==> config.mk <==
export PLATFORM = sky130hd
export DESIGN_NAME = cssfc_core
export DESIGN_NICKNAME = d
export VERILOG_FILES = /design/src/cssfc_history.v /design/src/cssfc_core.v
export VERILOG_INCLUDE_DIRS = /design/src
export SDC_FILE = /design/constraint.sdc
export NUM_CORES = 1
export LEC_CHECK = 0
export BUFFER_PORTS_ARGS = -buffer_cell sky130_fd_sc_hd__buf_2
export CORE_MARGIN = 4
export CORE_UTILIZATION = 55
export DETAILED_ROUTE_END_ITERATION = 16
export GPL_ROUTABILITY_DRIVEN = 0
export PLACE_DENSITY = 0.79
export SYNTH_ARGS = -nofsm -noshare
export SYNTH_HDL_FRONTEND = slang
export SYNTH_SLANG_ARGS = --single-unit
==> constraint.sdc <==
create_clock -name clk_sys -period 10.75 [get_ports clk_sys]
set_clock_uncertainty 0.05 [all_clocks]
set_input_delay 1.6125 -clock clk_sys [delete_from_list [all_inputs] [get_ports clk_sys]]
set_output_delay 1.6125 -clock clk_sys [all_outputs]
set_load 0.02 [all_outputs]
==> src/cssfc_consts.vh <==
// constants for the core stall and flush control block
`ifndef CSSFC_CONSTS_VH
`define CSSFC_CONSTS_VH

// ************************************************************
// register offsets (byte addresses on the plain register port)
// ************************************************************
`define CSSFC_OFF_CTRL 8'h00
`define CSSFC_OFF_STATUS 8'h04
`define CSSFC_OFF_STALL_TOTAL 8'h08
`define CSSFC_OFF_FLUSH_TOTAL 8'h0c

// ************************************************************
// field positions and reset values
// ************************************************************
`define CSSFC_CTRL_PRED_EN 0
`define CSSFC_CTRL_CLR_CNT 1
`define CSSFC_CTRL_RESET 1'h0
`define CSSFC_ST_STALLING 0
`define CSSFC_ST_FLUSHING 1
`define CSSFC_ST_STALL_LSB 8
`define CSSFC_ST_FLUSH_LSB 16

// ************************************************************
// history word layout (one word per issued instruction)
// ************************************************************
`define CSSFC_H_LD_UNC 0
`define CSSFC_H_LD_COND 1
`define CSSFC_H_SEXT 2
`define CSSFC_H_PM_COND 3
`define CSSFC_H_COND_SET 4
`define CSSFC_H_COND_ASTAT 5
`define CSSFC_H_FRAME 6
`define CSSFC_H_CURRENT_LOOP_COUNT 7
`define CSSFC_H_LSTK 8
`define CSSFC_H_SYSREG 9
`define CSSFC_H_IDX_LSB 10
`define CSSFC_H_IDX_MSB 13
`define CSSFC_H_W 14

// ************************************************************
// stall and flush cycle counts
// ************************************************************
`define CSSFC_CNT_W 5
`define CSSFC_N_ZERO 5'h00
`define CSSFC_N_ONE 5'h01
`define CSSFC_N_LOAD_UNC 5'h04
`define CSSFC_N_LOAD_COND 5'h05
`define CSSFC_N_POSTMOD 5'h05
`define CSSFC_N_IMM_LOAD 5'h00
`define CSSFC_N_FRAME 5'h06
`define CSSFC_N_LOOP_GAP 5'h04
`define CSSFC_N_LOOP_ABORT 5'h04
`define CSSFC_N_TGT_RET 5'h03
`define CSSFC_N_TGT_JUMP 5'h01
`define CSSFC_N_LSTK 5'h05
`define CSSFC_N_SYSREG 5'h05
`define CSSFC_N_CURRENT_LOOP_COUNT 5'h01
`define CSSFC_F_BR_UNC 5'h06
`define CSSFC_F_BR_COND 5'h0b
`define CSSFC_F_DELAY_SLOT 5'h02
`define CSSFC_F_INT_RET 5'h07
`define CSSFC_F_LOOP_TERM 5'h0b

`endif

==> src/cssfc_history.v <==
// two-deep history of the attributes of recently issued instructions
`timescale 1ns/1ps
`include "cssfc_consts.vh"

module cssfc_history (
  input wire clk_sys,
  input wire rst_n,
  input wire shift_en,
  input wire clear,
  input wire [`CSSFC_H_W-1:0] cur_word,
  output reg [`CSSFC_H_W-1:0] prev1,
  output reg [`CSSFC_H_W-1:0] prev2
);

  // ************************************************************
  // shift on each real issue; a flush empties it so that
  // cancelled instructions leave no hazard behind
  // ************************************************************
  always @(posedge clk_sys) begin
    if (!rst_n || clear) begin
      prev1 <= {`CSSFC_H_W{1'b0}};
      prev2 <= {`CSSFC_H_W{1'b0}};
    end else if (shift_en) begin
      prev1 <= cur_word;
      prev2 <= prev1;
    end
  end

endmodule // cssfc_history

==> src/cssfc_core.v <==
// stall and flush control for the deep core pipeline, with its register port
//
// The implementer's own choices: the strobed register port and the register addresses.
`timescale 1ns/1ps
`include "cssfc_consts.vh"

//
// Behaviour
// - unconditional index load then use: four stalls
// - conditional load after condition set: five stalls
// - set, conditional post-modify, same index: five stalls
// - immediate index load then use: no stall
// - sign-extended dependent load adds one stall
// - condition from arith status write adds one
// - unconditional branch miss flushes six, delayed four
// - just-set conditional branch miss: eleven, delayed nine
// - delayed branch flushes two fewer instructions
// - interrupt return miss flushes seven cycles, delayed or not
// - frame op then frame index use: six stalls
// - index load to indirect jump: four/five stalls
// - loop termination flushes eleven cycles
// - loop counter write then expiry test: one
// - start of short hardware loop: no stall
// - change of flow at N in unrolled: 4-N
// - return N before loop end: 4-N stalls
// - jump with loop abort adds four stalls
// - call/return target is a return: three
// - call/return target is a jump: one
// - loop stack change then return/jump: five
// - system register update to N+2: five
module cssfc_core (
  input wire clk_sys,
  input wire rst_n,
  // register port
  input wire [7:0] reg_addr,
  input wire [31:0] reg_wdata,
  input wire reg_wr,
  input wire reg_rd,
  output reg [31:0] reg_rdata,
  // instruction presented at the issue stage
  input wire iss_valid,
  input wire iss_dag_load,
  input wire iss_dag_load_cond,
  input wire iss_dag_load_imm,
  input wire iss_sign_ext,
  input wire iss_postmod_cond,
  input wire [3:0] iss_dest_idx,
  input wire iss_cond_set,
  input wire iss_cond_astat,
  input wire iss_agen_use,
  input wire iss_ind_jump,
  input wire [3:0] iss_use_idx,
  input wire iss_branch,
  input wire iss_branch_cond,
  input wire iss_delayed,
  input wire iss_int_return,
  input wire iss_sub_return,
  input wire iss_jump,
  input wire iss_loop_abort,
  input wire btb_hit,
  input wire iss_frame_op,
  input wire iss_use_fi6,
  input wire iss_read_fi67,
  input wire iss_current_loop_count_write,
  input wire iss_lce_cond,
  input wire iss_loop_start,
  input wire iss_cof_unrolled,
  input wire [1:0] iss_cof_pos,
  input wire iss_ret_loop_end,
  input wire [1:0] iss_ret_dist,
  input wire iss_target_is_ret,
  input wire iss_target_is_jump,
  input wire iss_lstk_mod,
  input wire iss_sysreg_update,
  input wire iss_second_pe_only,
  input wire iss_mode_dep,
  input wire loop_term,
  // pipeline control
  output wire stall,
  output wire issue,
  output wire flush
);

  // ************************************************************
  // helpers
  // ************************************************************
  function [`CSSFC_CNT_W-1:0] f_max;
    input [`CSSFC_CNT_W-1:0] a;
    input [`CSSFC_CNT_W-1:0] b;
    begin
      f_max = (a > b) ? a : b;
    end
  endfunction

  // stall for a position 0..3 ahead of a loop boundary
  function [`CSSFC_CNT_W-1:0] f_loop_gap;
    input [1:0] n;
    begin
      f_loop_gap = `CSSFC_N_LOOP_GAP - {3'h0, n};
    end
  endfunction

  // ************************************************************
  // state
  // ************************************************************
  reg pred_en;
  reg [`CSSFC_CNT_W-1:0] stall_cnt;
  reg [`CSSFC_CNT_W-1:0] flush_cnt;
  reg evaluated;
  reg [31:0] stall_total;
  reg [31:0] flush_total;
  wire [`CSSFC_H_W-1:0] prev1;
  wire [`CSSFC_H_W-1:0] prev2;
  wire [`CSSFC_H_W-1:0] cur_word;
  wire [3:0] p1_idx;
  wire busy;
  wire flushing;
  wire fresh;
  wire agen_match;
  wire jump_match;
  wire miss;
  reg [`CSSFC_CNT_W-1:0] data_need;
  reg [`CSSFC_CNT_W-1:0] stall_need;
  reg [`CSSFC_CNT_W-1:0] br_flush;
  reg [`CSSFC_CNT_W-1:0] next_flush_cnt;
  reg [`CSSFC_CNT_W-1:0] next_stall_cnt;

  // ************************************************************
  // history of issued instructions
  // ************************************************************
  // the pe-only mode bit change never marks a system register hazard
  assign cur_word = {iss_dest_idx,
                     iss_sysreg_update & ~iss_second_pe_only,
                     iss_lstk_mod,
                     iss_current_loop_count_write,
                     iss_frame_op,
                     iss_cond_astat,
                     iss_cond_set,
                     iss_postmod_cond,
                     iss_sign_ext,
                     iss_dag_load & iss_dag_load_cond & ~iss_dag_load_imm,
                     iss_dag_load & ~iss_dag_load_cond & ~iss_dag_load_imm};

  cssfc_history u_hist (
    .clk_sys(clk_sys),
    .rst_n(rst_n),
    .shift_en(issue),
    .clear(flush),
    .cur_word(cur_word),
    .prev1(prev1),
    .prev2(prev2)
  );

  // only the index field of the newest entry is compared; the older
  // entry feeds the condition and system register checks alone
  assign p1_idx = prev1[`CSSFC_H_IDX_MSB:`CSSFC_H_IDX_LSB];
  assign agen_match = iss_agen_use & (iss_use_idx == p1_idx);
  assign jump_match = iss_ind_jump & (iss_use_idx == p1_idx);

  // ************************************************************
  // stall demand of the instruction at the issue stage
  // ************************************************************
  // the largest single hazard wins; loop abort stacks on top
  always @* begin
    data_need = `CSSFC_N_ZERO;
    if (prev1[`CSSFC_H_LD_UNC] && (agen_match || jump_match)) begin
      data_need = `CSSFC_N_LOAD_UNC + {4'h0, prev1[`CSSFC_H_SEXT]};
    end
    // a conditional load with no condition set just before it costs
    // the same as an unconditional one
    if (prev1[`CSSFC_H_LD_COND] && (agen_match || jump_match)) begin
      if (prev2[`CSSFC_H_COND_SET]) begin
        data_need = `CSSFC_N_LOAD_COND + {4'h0, prev2[`CSSFC_H_COND_ASTAT]} +
                    {4'h0, prev1[`CSSFC_H_SEXT]};
      end else begin
        data_need = `CSSFC_N_LOAD_UNC + {4'h0, prev1[`CSSFC_H_SEXT]};
      end
    end
    if (prev1[`CSSFC_H_PM_COND] && prev2[`CSSFC_H_COND_SET] &&
        (agen_match || jump_match)) begin
      data_need = f_max(data_need,
                        `CSSFC_N_POSTMOD + {4'h0, prev2[`CSSFC_H_COND_ASTAT]});
    end
  end

  always @* begin
    stall_need = data_need;
    // frame stalls are separate from any branch flush and add in time
    if (prev1[`CSSFC_H_FRAME] && (iss_use_fi6 || iss_read_fi67)) begin
      stall_need = f_max(stall_need, `CSSFC_N_FRAME);
    end
    if (prev1[`CSSFC_H_CURRENT_LOOP_COUNT] && iss_lce_cond) begin
      stall_need = f_max(stall_need, `CSSFC_N_CURRENT_LOOP_COUNT);
    end
    if (iss_cof_unrolled) begin
      stall_need = f_max(stall_need, f_loop_gap(iss_cof_pos));
    end
    if (iss_ret_loop_end && (iss_sub_return || iss_int_return)) begin
      stall_need = f_max(stall_need, f_loop_gap(iss_ret_dist));
    end
    if (iss_target_is_ret) begin
      stall_need = f_max(stall_need, `CSSFC_N_TGT_RET);
    end
    if (iss_target_is_jump) begin
      stall_need = f_max(stall_need, `CSSFC_N_TGT_JUMP);
    end
    if (prev1[`CSSFC_H_LSTK] && (iss_sub_return || iss_int_return || iss_jump)) begin
      stall_need = f_max(stall_need, `CSSFC_N_LSTK);
    end
    if (prev2[`CSSFC_H_SYSREG] && iss_mode_dep) begin
      stall_need = f_max(stall_need, `CSSFC_N_SYSREG);
    end
    // a loop start adds nothing by itself, whatever its body length
    if (iss_loop_start) begin
      stall_need = stall_need + `CSSFC_N_ZERO;
    end
    if (iss_loop_abort && iss_jump) begin
      stall_need = stall_need + `CSSFC_N_LOOP_ABORT;
    end
  end

  // ************************************************************
  // flush demand of a branch leaving the issue stage
  // ************************************************************
  // a predicted branch is resolved elsewhere and costs nothing here
  assign miss = ~pred_en | ~btb_hit;

  always @* begin
    br_flush = `CSSFC_N_ZERO;
    // an interrupt return ignores the delay slot modifier entirely
    if (iss_int_return) begin
      br_flush = `CSSFC_F_INT_RET;
    end else if (iss_branch && iss_branch_cond && prev1[`CSSFC_H_COND_SET]) begin
      br_flush = `CSSFC_F_BR_COND + {4'h0, prev1[`CSSFC_H_COND_ASTAT]};
    end else if (iss_branch) begin
      br_flush = `CSSFC_F_BR_UNC;
    end
    // delay slot instructions survive, so two fewer are cancelled
    if (iss_delayed && !iss_int_return && br_flush != `CSSFC_N_ZERO) begin
      br_flush = br_flush - `CSSFC_F_DELAY_SLOT;
    end
    if (!miss) begin
      br_flush = `CSSFC_N_ZERO;
    end
  end

  // ************************************************************
  // handshake towards the sequencer
  // ************************************************************
  // an instruction is judged once; while held the stages behind
  // it keep moving, the issue stage and earlier ones wait
  // limitation: upstream must hold every iss_* input steady while
  // stall is high, or the judgement taken in the first cycle is stale
  assign busy = (stall_cnt != `CSSFC_N_ZERO);
  assign flushing = (flush_cnt != `CSSFC_N_ZERO);
  assign flush = flushing;
  assign fresh = iss_valid & ~busy & ~evaluated & ~flushing;
  assign stall = busy | (fresh & (stall_need != `CSSFC_N_ZERO));
  assign issue = iss_valid & ~stall & ~flushing;

  always @* begin
    next_stall_cnt = stall_cnt;
    // a loop end cancels the held instruction too, so the stall is
    // dropped at once and never overlaps the flush that follows
    if (flushing || loop_term) begin
      next_stall_cnt = `CSSFC_N_ZERO;
    end else if (fresh && stall_need != `CSSFC_N_ZERO) begin
      next_stall_cnt = stall_need - `CSSFC_N_ONE;
    end else if (busy) begin
      next_stall_cnt = stall_cnt - `CSSFC_N_ONE;
    end
  end

  // loop termination and a missed branch may coincide; the longer wins
  always @* begin
    next_flush_cnt = flushing ? (flush_cnt - `CSSFC_N_ONE) : `CSSFC_N_ZERO;
    if (issue) begin
      next_flush_cnt = f_max(next_flush_cnt, br_flush);
    end
    if (loop_term) begin
      next_flush_cnt = f_max(next_flush_cnt, `CSSFC_F_LOOP_TERM);
    end
  end

  // ************************************************************
  // counters and judgement flag
  // ************************************************************
  // the flag keeps a held instruction from being judged twice
  always @(posedge clk_sys) begin
    if (!rst_n) begin
      stall_cnt <= `CSSFC_N_ZERO;
      flush_cnt <= `CSSFC_N_ZERO;
      evaluated <= 1'b0;
    end else begin
      stall_cnt <= next_stall_cnt;
      flush_cnt <= next_flush_cnt;
      if (issue || flushing || !iss_valid) begin
        evaluated <= 1'b0;
      end else if (fresh) begin
        evaluated <= 1'b1;
      end
    end
  end

  // ************************************************************
  // register port
  // ************************************************************
  // clearing the totals in a busy cycle keeps that cycle's count
  always @(posedge clk_sys) begin
    if (!rst_n) begin
      pred_en <= `CSSFC_CTRL_RESET;
      stall_total <= 32'h00000000;
      flush_total <= 32'h00000000;
    end else begin
      if (reg_wr && reg_addr == `CSSFC_OFF_CTRL) begin
        pred_en <= reg_wdata[`CSSFC_CTRL_PRED_EN];
      end
      if (reg_wr && reg_addr == `CSSFC_OFF_CTRL && reg_wdata[`CSSFC_CTRL_CLR_CNT]) begin
        stall_total <= {31'h00000000, stall};
        flush_total <= {31'h00000000, flushing};
      end else begin
        stall_total <= stall_total + {31'h00000000, stall};
        flush_total <= flush_total + {31'h00000000, flushing};
      end
    end
  end

  // read data stand in the cycle after the strobe only
  always @(posedge clk_sys) begin
    if (!rst_n) begin
      reg_rdata <= 32'h00000000;
    end else if (reg_rd) begin
      // unmapped offsets read as zero
      case (reg_addr)
        `CSSFC_OFF_CTRL: reg_rdata <= {31'h00000000, pred_en};
        `CSSFC_OFF_STATUS: reg_rdata <= {11'h000, flush_cnt, 3'h0, stall_cnt,
                                         6'h00, flushing, busy};
        `CSSFC_OFF_STALL_TOTAL: reg_rdata <= stall_total;
        `CSSFC_OFF_FLUSH_TOTAL: reg_rdata <= flush_total;
        default: reg_rdata <= 32'h00000000;
      endcase
    end else begin
      reg_rdata <= 32'h00000000;
    end
  end

endmodule // cssfc_core

==> summary.txt <==
Status
  – Outcome: completed

Synth
  – Top cells by count, synth: 131 x nor2_1, 125 x dfxtp_1, 77 x nand2_1
  – Mapped cell area: 6290 µm²
  – Synth Instances: 746
  – YS warnings: 0
  – Area contributors post-synth: dfxtp_1 40%, nor2_1 7.8%, xor2_1 5.3%
  – Post-Syn Nets: 860
  – Synth unique cells: 66
  – Post-synth ARST share: 0
  – Top FF cell, synth: dfxtp_1
  – Top-count cell post-synth: nor2_1
  – Cell accounting for the most synthesized area: dfxtp_1
  – Mapped Avg Cell Area: 8.43 µm²
  – Post-synthesis register bit count: 125
  – Share of Yosys cell area claimed by the top area cell type: 0.398
  – Sequential fraction of the synthesis area: 0.398
  – Post-synth EDFFs: 0

Floorplanning
  – Die Height: 115 µm
  – Die W: 115 µm
  – Core ar.: 11000 µm²
  – Row cnt: 38
  – Starting Density: 0.570
  – Die area: 13200 µm²
  – IO Pins: 124

Worst setup path
  – Crit path buf inv count: 4
  – Kind of critical path: input port to output pin
  – Crit-path max cell delay: 500 ps
  – R2r setup slk: 2120 ps
  – Req. time, crit path: 9090 ps
  – Slowest-stage cell, CP: or3b_2
  – Kind of cell adding the most delay to the critical path: compound AO/OA/AOI/OAI gates
  – Worst Path Arrival: 8530 ps
  – Most frequent CP cell: ha_1
  – Worst Setup End Kind: output pin
  – CP Max Fanout: 6
  – Setup crit start kind: input port

Layout
  – FILL cells: 911
  – Multi-input combinational cell area: 3560 µm²
  – Nets: 954
  – Layout cell share with drive strength beyond 1: 0.189
  – Synthesis-to-finish area growth: 18.7%
  – N_diodes: 0
  – FF+latch area: 2500 µm²

Global route
  – Initial antenna violation count: 0
  – Congestion Overflow GR: 0
  – First-pass GRT wire length: 25000 µm
  – Pin count of the biggest net entering global routing: 62
  – Vias in the first global route: 5553
  – GR Util All Layers: 0.234

Timing
  – Max-slew violations: 0
  – Tmin final: 10190 ps
  – Fmax: 0.0981 GHz
  – Total negative setup slack: 0 ps
  – Slew headroom: 0.370
  – RSZ-0062 raised after global routing: false
  – Worst Max-Slew Pin Slew: 943 ps
  – Fin. Hold Viols: 0
  – Final worst slack: 558 ps
  – Final setup fails: 0
  – Final worst-path cycle share: 0.948

CTS
  – Inserted Clock Buffers: 17
  – Clk_lat worst skew: 420 ps
  – CTS H-tree depth: 4
  – Clk pin slew, worst setup/hold paths: 50 ps
  – CTS root buf: clkbuf_16
  – Clock Sinks: 125
  – CTS tree: built
  – Clk buf depth: 2

Detailed routing
  – Via count: 5551
  – Final WL: 14800 µm
  – Detailed Route Iter0 Violations: 278
  – Post-DR vias/cell: 5.59
  – Drt wl/cell: 14.9 µm
  – # DRC: 0
  – Final ANT Viol Nets: 0
  – DRT Pass-1 Iters: 5

Power and ir drop
  – Cell Pwr Density: 176 nW/µm²
  – Max VDD drop: 0.141 mV
  – Static leakage: 3.10 nW

Flow run
  – Max_cap viols: 0

Place
  – Port Buf Inserts: 92
  – Post-DP HPWL: 11000 µm
  – Pre-CTS WS: 436 ps

Worst hold path
  – HP Class: flip-flop to flip-flop
timing repair:
item	CTS	global route
buffers inserted	0	0
endpoints found under the setup margin	0	2
gates resized for setup	0	4
hold buffers	0	0
hold endpoints to repair	0	0
layout make-up:
cell class / count / area share
tap: 140 / 0.0235
clock buffer: 24 / 0.0673
timing repair buffer: 99 / 0.0688
sequential: 125 / 0.335
inverter: 33 / 0.0166
clock inverter: 8 / 0.0109
multi-input combinational: 564 / 0.478
through the flow:
stage	util	power, mW	std cells	hold WS (ps)	instance area (µm²)
global route	0.676	1.38	993	443	7460
CTS	0.675	1.32	993	407	7440
floorplan	-	0.705	746	378	6290
finish	0.676	1.31	993	404	7460
detailed placement	0.622	0.770	961	400	6860
global placement	0.622	0.757	961	388	6860
final timing paths:
kind                                      from  depth (start not counted)                           end
hold reg to reg   u_hist.prev1[7]$_SDFFE_PP0N_                          2  u_hist.prev1[7]$_SDFFE_PP0N_
setup reg to reg  u_hist.prev2[5]$_SDFFE_PP0N_                         36    stall_total[28]$_SDFF_PP0_
hold / removal    u_hist.prev1[7]$_SDFFE_PP0N_                          2  u_hist.prev1[7]$_SDFFE_PP0N_
setup / recovery                iss_use_idx[0]                         30                         issue
flip-flops by register name (all words and copies together) (netlist names):
register      count
reg_rdata        32
stall_cnt         5
flush_cnt         5
stall_total      32
u_hist.prev2      3
pred_en           1
evaluated         1
u_hist.prev1     14
flush_total      32
where the power goes:
part | internal, mW | switching, mW | leakage (nW)
logic | 0.111 | 0.160 | 1.81
clock network | 0.349 | 0.201 | 0.283
registers | 0.480 | 0.0138 | 1.01
metal layers:
layer,track usage,share of wire,vias up
li1,-,-,2771
met1,0.271,0.42,2605
met2,0.417,0.51,151
met3,0.0611,0.059,24
met4,0.0806,0.017,0
met5,0,0,-
cells by family (layout without fill, tap and decap cells):
| group | count (synthesis) | count (layout) | synth area share |
|---|---|---|---|
| AOI/OAI and AO/OA | 110 | 110 | 0.121 |
| and+or+nand+nor | 328 | 328 | 0.242 |
| xor gates and xnor gates | 66 | 66 | 0.0920 |
| DFF | 125 | 125 | 0.398 |
| adders and majority gates | 25 | 25 | 0.0498 |
| other | 1 | 1 | 0.000597 |
| buffers and inverters | 57 | 164 | 0.0380 |
| muxes | 34 | 34 | 0.0585 |
worst register-to-register path: cells and delay by family (launching register included):
| family | cells | cell delay [ps] |
|---|---|---|
| AND/OR/NAND/NOR | 13 | 2880 |
| AO/OA/AOI/OAI | 11 | 2790 |
| adder cells (fa/ha/maj) | 7 | 1750 |
| buffers and inverters | 5 | 680 |
| flip-flops | 1 | 410 |
cell usage in the layout (no fill, tap or decap), types with 3 or more instances in the layout:
cell,count
nand2_1,77
and2_1,5
nor2b_1,4
inv_1,32
nor3_1,9
o211ai_1,4
nand3_1,31
nand4_1,19
dfxtp_1,125
a21o_1,6
nand2b_1,3
buf_2,92
o22ai_1,4
ha_1,25
or3_1,11
clkbuf_8,5
a21oi_1,34
and4_1,4
a211oi_1,6
a22oi_1,11
xor2_1,38
nor2_1,131
buf_4,7
mux2i_1,21
xnor2_1,28
mux2_2,12
o21ai_0,16
or2_2,4
and3_1,14
clkbuf_16,17
(Power assumes the default switching activity.)
